`src/verilog/dhp_pkg.sv`:
```
// constants, pin bundle and bus states for the dual channel host bus port
// assumes a single core clock; pin levels are sampled into it by the port
package dhp_pkg;

  localparam int DHP_DATA_W = 8;
  localparam int DHP_ADDR_W = 3;
  localparam int DHP_CHANS = 2;
  localparam int DHP_DIRS = 2;
  localparam int DHP_FIFOS = DHP_CHANS * DHP_DIRS;
  localparam int DHP_FIFO_DEPTH = 64;
  localparam int DHP_DIR_TX = 0;
  localparam int DHP_DIR_RX = 1;

  // register offsets within one channel
  localparam logic [DHP_ADDR_W-1:0] DHP_OFS_HOLD = 3'h0;
  localparam logic [DHP_ADDR_W-1:0] DHP_OFS_CTRL = 3'h4;
  localparam logic [DHP_ADDR_W-1:0] DHP_OFS_STAT = 3'h5;
  localparam logic [DHP_ADDR_W-1:0] DHP_OFS_SCRATCH = 3'h7;

  // line_control_reg fields
  localparam int DHP_CTL_RX_IRQ_EN = 0;
  localparam int DHP_CTL_TX_IRQ_EN = 1;
  localparam int DHP_CTL_IRQ_OUT_EN = 3;
  localparam logic [DHP_DATA_W-1:0] DHP_CTL_RESET = 8'h00;

  // status register fields
  localparam int DHP_STAT_RX_AVAIL = 0;
  localparam int DHP_STAT_TX_ROOM = 5;
  localparam int DHP_STAT_TX_EMPTY = 6;

  localparam logic [DHP_DATA_W-1:0] DHP_UNMAPPED_VALUE = 8'h00;

  typedef enum logic [1:0] {
    DHP_IDLE = 2'b00,
    DHP_READ = 2'b01,
    DHP_WRITE = 2'b10
  } dhp_bus_state_t;

  typedef struct packed {
    logic rd_n;
    logic wr_n;
    logic csa_n;
    logic csb_n;
    logic [DHP_ADDR_W-1:0] addr;
    logic [DHP_DATA_W-1:0] data;
  } dhp_pins_t;

  localparam dhp_pins_t DHP_PINS_IDLE = '{rd_n: 1'b1, wr_n: 1'b1, csa_n: 1'b1, csb_n: 1'b1,
                                          addr: 3'h0, data: 8'h00};

endpackage

```
`src/verilog/dhp_mem_if.sv`:
```
// write and read port between the fifo control and one fifo storage
// assumes both ends run on the same core clock
interface dhp_mem_if #(
  parameter int W = 8,
  parameter int AW = 6
);
  logic wr_en;
  logic [AW-1:0] wr_addr;
  logic [W-1:0] wr_data;
  logic [AW-1:0] rd_addr;
  logic [W-1:0] rd_data;

  modport ctrl (output wr_en, output wr_addr, output wr_data, output rd_addr, input rd_data);
  modport mem (input wr_en, input wr_addr, input wr_data, input rd_addr, output rd_data);
endinterface

```
`src/verilog/dhp_fifo_ram.sv`:
```
// storage for one fifo: one write port, one read port with registered data
// assumes the controller never reads and writes the same word expecting new data
module dhp_fifo_ram #(
  parameter int W = 8,
  parameter int DEPTH = 64,
  parameter int AW = 6
) (
  input wire logic i_core_clk,
  dhp_mem_if.mem port
);

  typedef struct packed {
    logic [DEPTH-1:0][W-1:0] cells;
    logic [W-1:0] rd_data;
  } dhp_ram_state_t;

  dhp_ram_state_t state_reg;
  dhp_ram_state_t state_next;

  always_comb begin
    state_next = state_reg;
    // read returns the old word on a same-address write
    state_next.rd_data = state_reg.cells[port.rd_addr];
    if (port.wr_en) begin
      state_next.cells[port.wr_addr] = port.wr_data;
    end
  end

  always_ff @(posedge i_core_clk) begin
    state_reg <= state_next;
  end

  assign port.rd_data = state_reg.rd_data;

endmodule

```
`src/verilog/dhp_host_port.sv`:
```
// host bus port of a dual serial channel controller with 64 byte fifos
// assumes asynchronous host strobes; the serial engines sit on the user side
//
// How it works
// - the three address lines pick one register of the selected channel for each transfer
// - bytes move over an eight bit two-way data bus, driven by the port during reads only
// - a falling read strobe starts a read and fetches the addressed register byte
// - the fetched byte stays on the data bus until the read strobe rises
// - a falling write strobe starts a write aimed at the addressed register
// - the data bus byte is stored into the addressed register when the write strobe rises
// - transfers reach channel A only while its select is held low
// - transfers reach channel B only while its select is held low
// - with channel A's output control bit set its interrupt pin is driven and its out2 pin is low
// - with that bit clear, the reset value, channel A's interrupt pin floats and its out2 pin is high
// - with channel B's output control bit set its interrupt pin is driven and its out2 pin is low
// - with that bit clear, the reset value, channel B's interrupt pin floats and its out2 pin is high
// - each channel has an active low transmit ready pin that shows room in its transmit fifo
// - each channel has an active low receive ready pin that shows data in its receive fifo
// - each channel buffers transmit and receive bytes in separate 64 byte fifos
module dhp_host_port import dhp_pkg::*; #(
  parameter int FIFO_DEPTH = DHP_FIFO_DEPTH
) (
  input wire logic i_core_clk,
  input wire logic i_rst_n,
  input wire logic [DHP_ADDR_W-1:0] i_reg_select_lines,
  input wire logic [DHP_DATA_W-1:0] i_data,
  output logic [DHP_DATA_W-1:0] o_data,
  output logic o_data_oe,
  input wire logic i_read_strobe_n,
  input wire logic i_write_strobe_n,
  input wire logic i_chan_a_select_n,
  input wire logic i_chan_b_select_n,
  output logic o_chan_a_irq_out,
  output logic o_chan_a_irq_out_oe,
  output logic o_chan_a_general_out2_n,
  output logic o_chan_b_irq_out,
  output logic o_chan_b_irq_out_oe,
  output logic o_chan_b_general_out2_n,
  output logic o_chan_a_tx_ready_n,
  output logic o_chan_b_tx_ready_n,
  output logic o_chan_a_rx_ready_n,
  output logic o_chan_b_rx_ready_n,
  output logic [DHP_CHANS-1:0][DHP_DATA_W-1:0] o_tx_data,
  output logic [DHP_CHANS-1:0] o_tx_valid,
  input wire logic [DHP_CHANS-1:0] i_tx_taken,
  input wire logic [DHP_CHANS-1:0][DHP_DATA_W-1:0] i_rx_data,
  input wire logic [DHP_CHANS-1:0] i_rx_valid,
  output logic [DHP_CHANS-1:0] o_rx_space
);

  localparam int PTR_W = $clog2(FIFO_DEPTH);
  localparam int CNT_W = $clog2(FIFO_DEPTH + 1);
  localparam logic [CNT_W-1:0] CNT_FULL = CNT_W'(FIFO_DEPTH);

  typedef struct packed {
    logic [PTR_W-1:0] head;
    logic [PTR_W-1:0] tail;
    logic [CNT_W-1:0] count;
    logic stale;
  } dhp_fifo_t;

  typedef struct packed {
    dhp_pins_t meta;
    dhp_pins_t sync;
    logic rd_prev;
    logic wr_prev;
    dhp_bus_state_t bus;
    logic chan;
    logic [DHP_ADDR_W-1:0] addr;
    logic [DHP_DATA_W-1:0] dout;
    logic dout_oe;
    dhp_fifo_t [DHP_FIFOS-1:0] fifo;
    logic [DHP_CHANS-1:0][DHP_DATA_W-1:0] ctl;
    logic [DHP_CHANS-1:0][DHP_DATA_W-1:0] scratch;
  } dhp_state_t;

  dhp_state_t state_reg;
  dhp_state_t state_next;
  dhp_pins_t pins_now;
  logic [DHP_FIFOS-1:0] push_req;
  logic [DHP_FIFOS-1:0] pop_req;
  logic [DHP_FIFOS-1:0] fifo_full;
  logic [DHP_FIFOS-1:0] fifo_avail;
  logic [DHP_FIFOS-1:0] fifo_empty;
  logic [DHP_FIFOS-1:0][DHP_DATA_W-1:0] ram_rd_data;
  logic rd_fall;
  logic rd_rise;
  logic wr_fall;
  logic wr_rise;
  logic one_select;
  logic [DHP_CHANS-1:0] irq_pending;
  logic [DHP_CHANS-1:0] irq_drive;
  logic [DHP_CHANS-1:0] tx_ready_n;
  logic [DHP_CHANS-1:0] rx_ready_n;

  ////////////////////////////////////////////////////////////////////////////////
  // helpers

  function automatic int unsigned fifo_idx(input logic ch, input int dir);
    return int'(ch) * DHP_DIRS + dir;
  endfunction
  function automatic logic chan_selected(input dhp_pins_t p, input logic ch);
    return ch ? !p.csb_n : !p.csa_n;
  endfunction

  function automatic dhp_fifo_t fifo_next(input dhp_fifo_t f, input logic push, input logic pop);
    dhp_fifo_t n;
    logic push_ok;
    logic pop_ok;
    logic [CNT_W-1:0] left;
    n = f;
    push_ok = push && (f.count != CNT_FULL);
    pop_ok = pop && (f.count != '0);
    left = f.count - {{(CNT_W-1){1'b0}}, pop_ok};
    n.tail = f.tail + PTR_W'(push_ok);
    n.head = f.head + PTR_W'(pop_ok);
    n.count = left + {{(CNT_W-1){1'b0}}, push_ok};
    // head word written this cycle is not readable until the next
    n.stale = push_ok && (left == '0);
    return n;
  endfunction

  function automatic logic [DHP_DATA_W-1:0] reg_value(input logic ch, input logic [DHP_ADDR_W-1:0] a);
    logic [DHP_DATA_W-1:0] v;
    v = DHP_UNMAPPED_VALUE;
    case (a)
      DHP_OFS_HOLD: v = ram_rd_data[fifo_idx(ch, DHP_DIR_RX)];
      DHP_OFS_CTRL: v = state_reg.ctl[ch];
      DHP_OFS_STAT: begin
        v[DHP_STAT_RX_AVAIL] = fifo_avail[fifo_idx(ch, DHP_DIR_RX)];
        v[DHP_STAT_TX_ROOM] = !fifo_full[fifo_idx(ch, DHP_DIR_TX)];
        v[DHP_STAT_TX_EMPTY] = fifo_empty[fifo_idx(ch, DHP_DIR_TX)];
      end
      DHP_OFS_SCRATCH: v = state_reg.scratch[ch];
      default: v = DHP_UNMAPPED_VALUE;
    endcase
    return v;
  endfunction

  ////////////////////////////////////////////////////////////////////////////////
  // host bus sequencing

  assign pins_now = '{rd_n: i_read_strobe_n, wr_n: i_write_strobe_n, csa_n: i_chan_a_select_n,
                      csb_n: i_chan_b_select_n, addr: i_reg_select_lines, data: i_data};
  assign rd_fall = state_reg.rd_prev && !state_reg.sync.rd_n;
  assign rd_rise = !state_reg.rd_prev && state_reg.sync.rd_n;
  assign wr_fall = state_reg.wr_prev && !state_reg.sync.wr_n;
  assign wr_rise = !state_reg.wr_prev && state_reg.sync.wr_n;
  assign one_select = state_reg.sync.csa_n != state_reg.sync.csb_n;

  always_comb begin
    state_next = state_reg;
    push_req = '0;
    pop_req = '0;
    state_next.meta = pins_now;
    state_next.sync = state_reg.meta;
    state_next.rd_prev = state_reg.sync.rd_n;
    state_next.wr_prev = state_reg.sync.wr_n;
    case (state_reg.bus)
      DHP_IDLE: begin
        if (rd_fall && one_select) begin
          state_next.bus = DHP_READ;
          state_next.chan = state_reg.sync.csa_n;
          state_next.addr = state_reg.sync.addr;
          state_next.dout = reg_value(state_reg.sync.csa_n, state_reg.sync.addr);
          state_next.dout_oe = 1'b1;
        end else if (wr_fall && one_select) begin
          state_next.bus = DHP_WRITE;
          state_next.chan = state_reg.sync.csa_n;
          state_next.addr = state_reg.sync.addr;
        end
      end
      DHP_READ: begin
        if (!chan_selected(state_reg.sync, state_reg.chan)) begin
          state_next.bus = DHP_IDLE;
          state_next.dout_oe = 1'b0;
        end else if (rd_rise) begin
          state_next.bus = DHP_IDLE;
          state_next.dout_oe = 1'b0;
          pop_req[fifo_idx(state_reg.chan, DHP_DIR_RX)] = (state_reg.addr == DHP_OFS_HOLD);
        end
      end
      DHP_WRITE: begin
        if (!chan_selected(state_reg.sync, state_reg.chan)) begin
          state_next.bus = DHP_IDLE;
        end else if (wr_rise) begin
          state_next.bus = DHP_IDLE;
          case (state_reg.addr)
            DHP_OFS_HOLD: push_req[fifo_idx(state_reg.chan, DHP_DIR_TX)] = 1'b1;
            DHP_OFS_CTRL: state_next.ctl[state_reg.chan] = state_reg.sync.data;
            DHP_OFS_SCRATCH: state_next.scratch[state_reg.chan] = state_reg.sync.data;
            default: state_next.bus = DHP_IDLE;
          endcase
        end
      end
      default: begin
        state_next.bus = DHP_IDLE;
        state_next.dout_oe = 1'b0;
      end
    endcase
    for (int ch = 0; ch < DHP_CHANS; ch++) begin
      pop_req[ch * DHP_DIRS + DHP_DIR_TX] = o_tx_valid[ch] && i_tx_taken[ch];
      push_req[ch * DHP_DIRS + DHP_DIR_RX] = i_rx_valid[ch];
    end
    for (int f = 0; f < DHP_FIFOS; f++) begin
      state_next.fifo[f] = fifo_next(state_reg.fifo[f], push_req[f], pop_req[f]);
    end
  end

  always_ff @(posedge i_core_clk or negedge i_rst_n) begin
    if (!i_rst_n) begin
      state_reg <= '0;
      state_reg.meta <= DHP_PINS_IDLE;
      state_reg.sync <= DHP_PINS_IDLE;
      state_reg.rd_prev <= 1'b1;
      state_reg.wr_prev <= 1'b1;
      state_reg.bus <= DHP_IDLE;
      state_reg.ctl <= {DHP_CHANS{DHP_CTL_RESET}};
    end else begin
      state_reg <= state_next;
    end
  end

  assign o_data = state_reg.dout;
  assign o_data_oe = state_reg.dout_oe;

  ////////////////////////////////////////////////////////////////////////////////
  // fifo storage, one per direction and channel

  dhp_mem_if #(.W(DHP_DATA_W), .AW(PTR_W)) mem_bus [DHP_FIFOS] ();

  for (genvar g = 0; g < DHP_FIFOS; g++) begin : g_fifo
    localparam int CH = g / DHP_DIRS;
    localparam int IS_RX = g % DHP_DIRS;
    assign fifo_full[g] = state_reg.fifo[g].count == CNT_FULL;
    assign fifo_empty[g] = state_reg.fifo[g].count == '0;
    assign fifo_avail[g] = !fifo_empty[g] && !state_reg.fifo[g].stale;
    assign mem_bus[g].wr_en = push_req[g] && !fifo_full[g];
    assign mem_bus[g].wr_addr = state_reg.fifo[g].tail;
    assign mem_bus[g].wr_data = (IS_RX == DHP_DIR_RX) ? i_rx_data[CH] : state_reg.sync.data;
    assign mem_bus[g].rd_addr = state_next.fifo[g].head;
    assign ram_rd_data[g] = mem_bus[g].rd_data;
    dhp_fifo_ram #(.W(DHP_DATA_W), .DEPTH(FIFO_DEPTH), .AW(PTR_W)) u_ram (
      .i_core_clk(i_core_clk),
      .port(mem_bus[g])
    );
  end

  ////////////////////////////////////////////////////////////////////////////////
  // per channel pins and user side

  for (genvar c = 0; c < DHP_CHANS; c++) begin : g_chan
    localparam int TXI = c * DHP_DIRS + DHP_DIR_TX;
    localparam int RXI = c * DHP_DIRS + DHP_DIR_RX;
    assign o_tx_valid[c] = fifo_avail[TXI];
    assign o_tx_data[c] = ram_rd_data[TXI];
    assign o_rx_space[c] = !fifo_full[RXI];
    assign tx_ready_n[c] = fifo_full[TXI];
    assign rx_ready_n[c] = !fifo_avail[RXI];
    assign irq_pending[c] = (state_reg.ctl[c][DHP_CTL_RX_IRQ_EN] && fifo_avail[RXI])
                          || (state_reg.ctl[c][DHP_CTL_TX_IRQ_EN] && fifo_empty[TXI]);
    assign irq_drive[c] = state_reg.ctl[c][DHP_CTL_IRQ_OUT_EN];
  end

  assign o_chan_a_irq_out = irq_drive[0] && irq_pending[0];
  assign o_chan_a_irq_out_oe = irq_drive[0];
  assign o_chan_a_general_out2_n = !irq_drive[0];
  assign o_chan_b_irq_out = irq_drive[1] && irq_pending[1];
  assign o_chan_b_irq_out_oe = irq_drive[1];
  assign o_chan_b_general_out2_n = !irq_drive[1];
  assign o_chan_a_tx_ready_n = tx_ready_n[0];
  assign o_chan_b_tx_ready_n = tx_ready_n[1];
  assign o_chan_a_rx_ready_n = rx_ready_n[0];
  assign o_chan_b_rx_ready_n = rx_ready_n[1];

  logic start_ok;
  logic any_over;
  assign start_ok = (state_reg.bus == DHP_IDLE) && one_select;
  assign any_over = (state_reg.fifo[0].count > CNT_FULL) || (state_reg.fifo[1].count > CNT_FULL)
                  || (state_reg.fifo[2].count > CNT_FULL) || (state_reg.fifo[3].count > CNT_FULL);
endmodule

```
`config.mk`:
```
export PLATFORM = sky130hd
export DESIGN_NAME = dhp_host_port
export DESIGN_NICKNAME = d
export VERILOG_FILES = /design/src/verilog/dhp_pkg.sv /design/src/verilog/dhp_mem_if.sv /design/src/verilog/dhp_fifo_ram.sv /design/src/verilog/dhp_host_port.sv
export SDC_FILE = /design/constraint.sdc
export NUM_CORES = 2
export LEC_CHECK = 0
export BUFFER_PORTS_ARGS = -buffer_cell sky130_fd_sc_hd__buf_4
export CORE_ASPECT_RATIO = 1.75
export CORE_UTILIZATION = 40
export DETAILED_ROUTE_END_ITERATION = 12
export PLACE_DENSITY = 0.58
export SYNTH_ARGS = -nofsm -noshare
export SYNTH_HDL_FRONTEND = slang
export SYNTH_SLANG_ARGS = --single-unit
```
`constraint.sdc`:
```
create_clock -name i_core_clk -period 6.2 [get_ports i_core_clk]
set_clock_uncertainty 0.2 [all_clocks]
set_input_delay 0.31 -clock i_core_clk [delete_from_list [all_inputs] [get_ports i_core_clk]]
set_output_delay 0.31 -clock i_core_clk [all_outputs]
set_load 0.02 [all_outputs]
```
==> summary.md <==
| Metric | Value |
|---|---|
| Outcome | `complete, but fails checks` |
| Failing checks | `DRC` |
| Top-area cell type share of the netlist area | `0.703` |
| Dpl cells | `7,161` |
| Worst R2R Path Depth | `15` |
| RSZ-0062 raised after global routing | `false` |
| Seq/Total Area, Yosys | `0.756` |
| Final setup viols | `0` |
| Row count | `226` |
| Bufs on Longest Clock Path | `4` |
| Share of layout cells above drive strength 1 | `0.230` |
| P per Cell Area | `408 mW/mm^2` |
| CTS resizes | `0` |
| Slew HR | `0.255` |
| 1st-pass router iterations | `11` |
| Gr busiest metal | `met2` |
| Grt met3 use | `0.0238` |
| Setup crit start kind | `flop` |
| Vias | `41,400` |
| HP Start | `i_tx_taken[1]` |
| Non-filler cells, final | `roughly 7,600` |
| Postcts setup bufs | `0` |
| Mux cell area share after synthesis | `0.151` |
| Initial antenna violation count | `4` |
| DIE WIDTH | `355 microns` |
| FF-to-FF End | `g_fifo[0].u_ram.port.rd_data[0]` |
| Worst Hold End | `state_reg[73]` |
| Vias/cell | `around 5.5` |
| Mapped Area | `0.0875 sq mm` |
| Die area | `around 0.22 sq mm` |
| Main combinational cell family by area after synthesis | `multiplexers` |
| Synth area leaders | `edfxtp_1 70%, mux4_2 14%, dfrtp_1 4.3%` |
| WL per Instance | `26.9 microns` |
| Synth Area in XOR/XNOR | `0.00760` |
| Ports | `76` |
| Root Buffer | `clkbuf_16` |
| Most used DFF post-synth | `edfxtp_1` |
| Initial Util | `0.403` |
| Number of global-route vias before repair | `roughly 44,000` |
| Synth Area in Simple Gates | `0.0498` |
| First-pass GRT wire length | `299 mm` |
| Gr usage total | `0.185` |
| Clock latency on the worst-skew pair | `0.84 ns` |
| Drt initial violations | `3,307` |
| CP Class | `flop to flop` |
| M2 GR Usage | `0.355` |
| Async S/R FF share, synth | `0.0710` |
| Area growth syn-to-layout | `12.7%` |
| Core ar. | `0.217 sq mm` |
| DRC | `13` |
| Distinct cells, synth | `74` |
| Reg2reg setup slack | `1.34 ns` |
| H-tree levels | `4` |
| GRT met1 Usage | `0.204` |
| Worst hold path class | `input port to flop` |
| Max reg flops | `2,048` |
| CTS tree | `built` |
| Leading area contributor after synthesis | `edfxtp_1` |
| Period utilization | `0.784` |
| Pin count of the biggest net entering global routing | `118` |
| Compound-Gate Fraction of Synth Area | `0.0156` |
| Post-synthesis adder-cell area fraction | `0.00472` |
| WP data required | `6.75 ns` |
| Placer's final routability congestion estimate | `about 0.84` |
| CTS Sinks | `2,239` |
| WP data arrival | `around 5.4 ns` |
| Yosys warns | `0` |
| Post-synth EDFFs | `between 2,000 and 2,500` |
| Reg clk slew, reported paths | `0.07 ns` |
| Dpl hpwl | `131 mm` |
| Setup crit end kind | `flop` |
| PortBufs | `between 70 and 80` |
| CP max FO | `35` |
| Most instantiated library cell after synthesis | `edfxtp_1` |
| Pin slew with the least headroom to its limit | `1.11 ns` |
| Die Ht | `621 microns` |
| Final hold vios | `0` |
| Post-Route Setup TNS | `0 ns` |
| Syn_area_per_cell | `19.8 sq um` |
| Final wirelength | `204 mm` |
| Leakage Power | `about 31 nW` |
| Maximum clock frequency | `206 MHz` |
| Routed Antenna Nets | `0` |
| #FFs+latches synth | `2,239` |
| Fin nets | `around 4,600` |
| Commonest cells in the netlist | `2,048 x edfxtp_1, 544 x mux4_2, 383 x nand2_1` |
| Critical R2R Launch | `state_reg[36]` |
| Gr ovfl total | `0` |
| MaxCap Viol Count | `0` |
| Max-slew violations | `0` |
| FILL cells | `between 15,000 and 20,000` |
| TritonCTS buffer count | `207` |
| Post-Synthesis Net Count | `about 4,500` |
| Mapped Cells | `4,424` |
| Hold path depth | `5` |
| Final min period | `~4.9 ns` |
| CP Launch Point | `state_reg[36]` |
| Max IR drop VDD | `0.318 mV` |
==> routing by layer <==
metal  vias up  wire length (microns)
met4         6                   8110
met3       361                   8620
met1     21900                  72300
li1      18100                      -
met5         -                     31
met2      1017                 115000
==> cell type report <==
type,count,area [sq um],share of cell area
Sequential cell,2239,66200,0.671
Antenna cell,1,2.50,0.0000254
Multi-Input combinational cell,1892,20100,0.204
Timing Repair Buffer,191,1820,0.0185
Inverter,40,150,0.00152
Clock inverter,112,1120,0.0113
Tap cell,2850,3570,0.0362
Clock buffer,260,5620,0.0570
==> cell families (layout without fill, tap and decap cells) <==
logic type                 Yosys count  in the layout
adders and majority gates           33             33
muxes                              628            628
buffers and inverters              293            603
other                                0              1
DFF                               2239           2239
AOI/OAI and AO/OA                  188            188
and+or+nand+nor                    968            968
xor gates and xnor gates            75             75
==> repair_timing <==
action	CTS	global route
hold buffers	51	0
setup endpoints to repair	0	0
hold endpoints to repair	1199	0
==> metrics by stage <==
step	total power, mW	setup WS (ns)	area [sq um]	util	hold WS, ns
3_3_place_gp	27.9	1.35	91300	0.421	0.0697
6_report	40.3	1.34	98600	0.455	0.103
2_1_floorplan	24.7	2.18	87500	-	-0.186
3_5_place_dp	28.0	1.37	91300	0.421	0.0511
5_1_grt	41.7	1.16	98600	0.455	0.0984
4_1_cts	40.7	1.32	98600	0.455	0.0663
==> cell usage in the layout, fill, tap and decap left out, types with 45 or more instances in the layout <==
| master | instances |
|---|---|
| a22oi_1 | 45 |
| nand3_1 | 106 |
| mux2i_1 | 49 |
| dlygate4sd3_1 | 50 |
| mux4_2 | 544 |
| dfrtp_1 | 141 |
| buf_4 | 120 |
| clkbuf_16 | 210 |
| nor2_1 | 309 |
| nand2_1 | 383 |
| edfxtp_1 | 2048 |
==> where the power goes <==
| part | switching [mW] | total, mW | internal (mW) |
|---|---|---|---|
| logic | 5.61 | 9.91 | 4.30 |
| clock network | 5.52 | 12.8 | 7.25 |
| registers | 0.519 | 17.6 | 17.1 |
==> critical path, stage by stage (launching register included) <==
cell and delay, ns:
dfrtp_1 0.47, or4_4 0.58, nor4_1 0.30, nor2_1 0.09, and2_1 0.24, ha_4 0.22, ha_4 0.21, xnor2_4 0.14
inv_2 0.42, buf_4 0.58, buf_4 0.32, nand2_1 0.07, and3_1 0.18, a31oi_1 0.31, o2111ai_1 0.26, nand2_1 0.14
==> worst max path at each step <==
stage                                      endpoint  slack, ns  cells after the start
global route        g_fifo[0].u_ram.port.rd_data[0]       1.16                     15
global placement    g_fifo[0].u_ram.port.rd_data[0]       1.35                     15
finish              g_fifo[0].u_ram.port.rd_data[0]       1.34                     15
detailed placement  g_fifo[0].u_ram.port.rd_data[0]       1.37                     15
CTS                 g_fifo[0].u_ram.port.rd_data[0]       1.32                     15
floorplan           g_fifo[0].u_ram.port.rd_data[0]       2.18                     13
(Power assumes the default switching activity.)
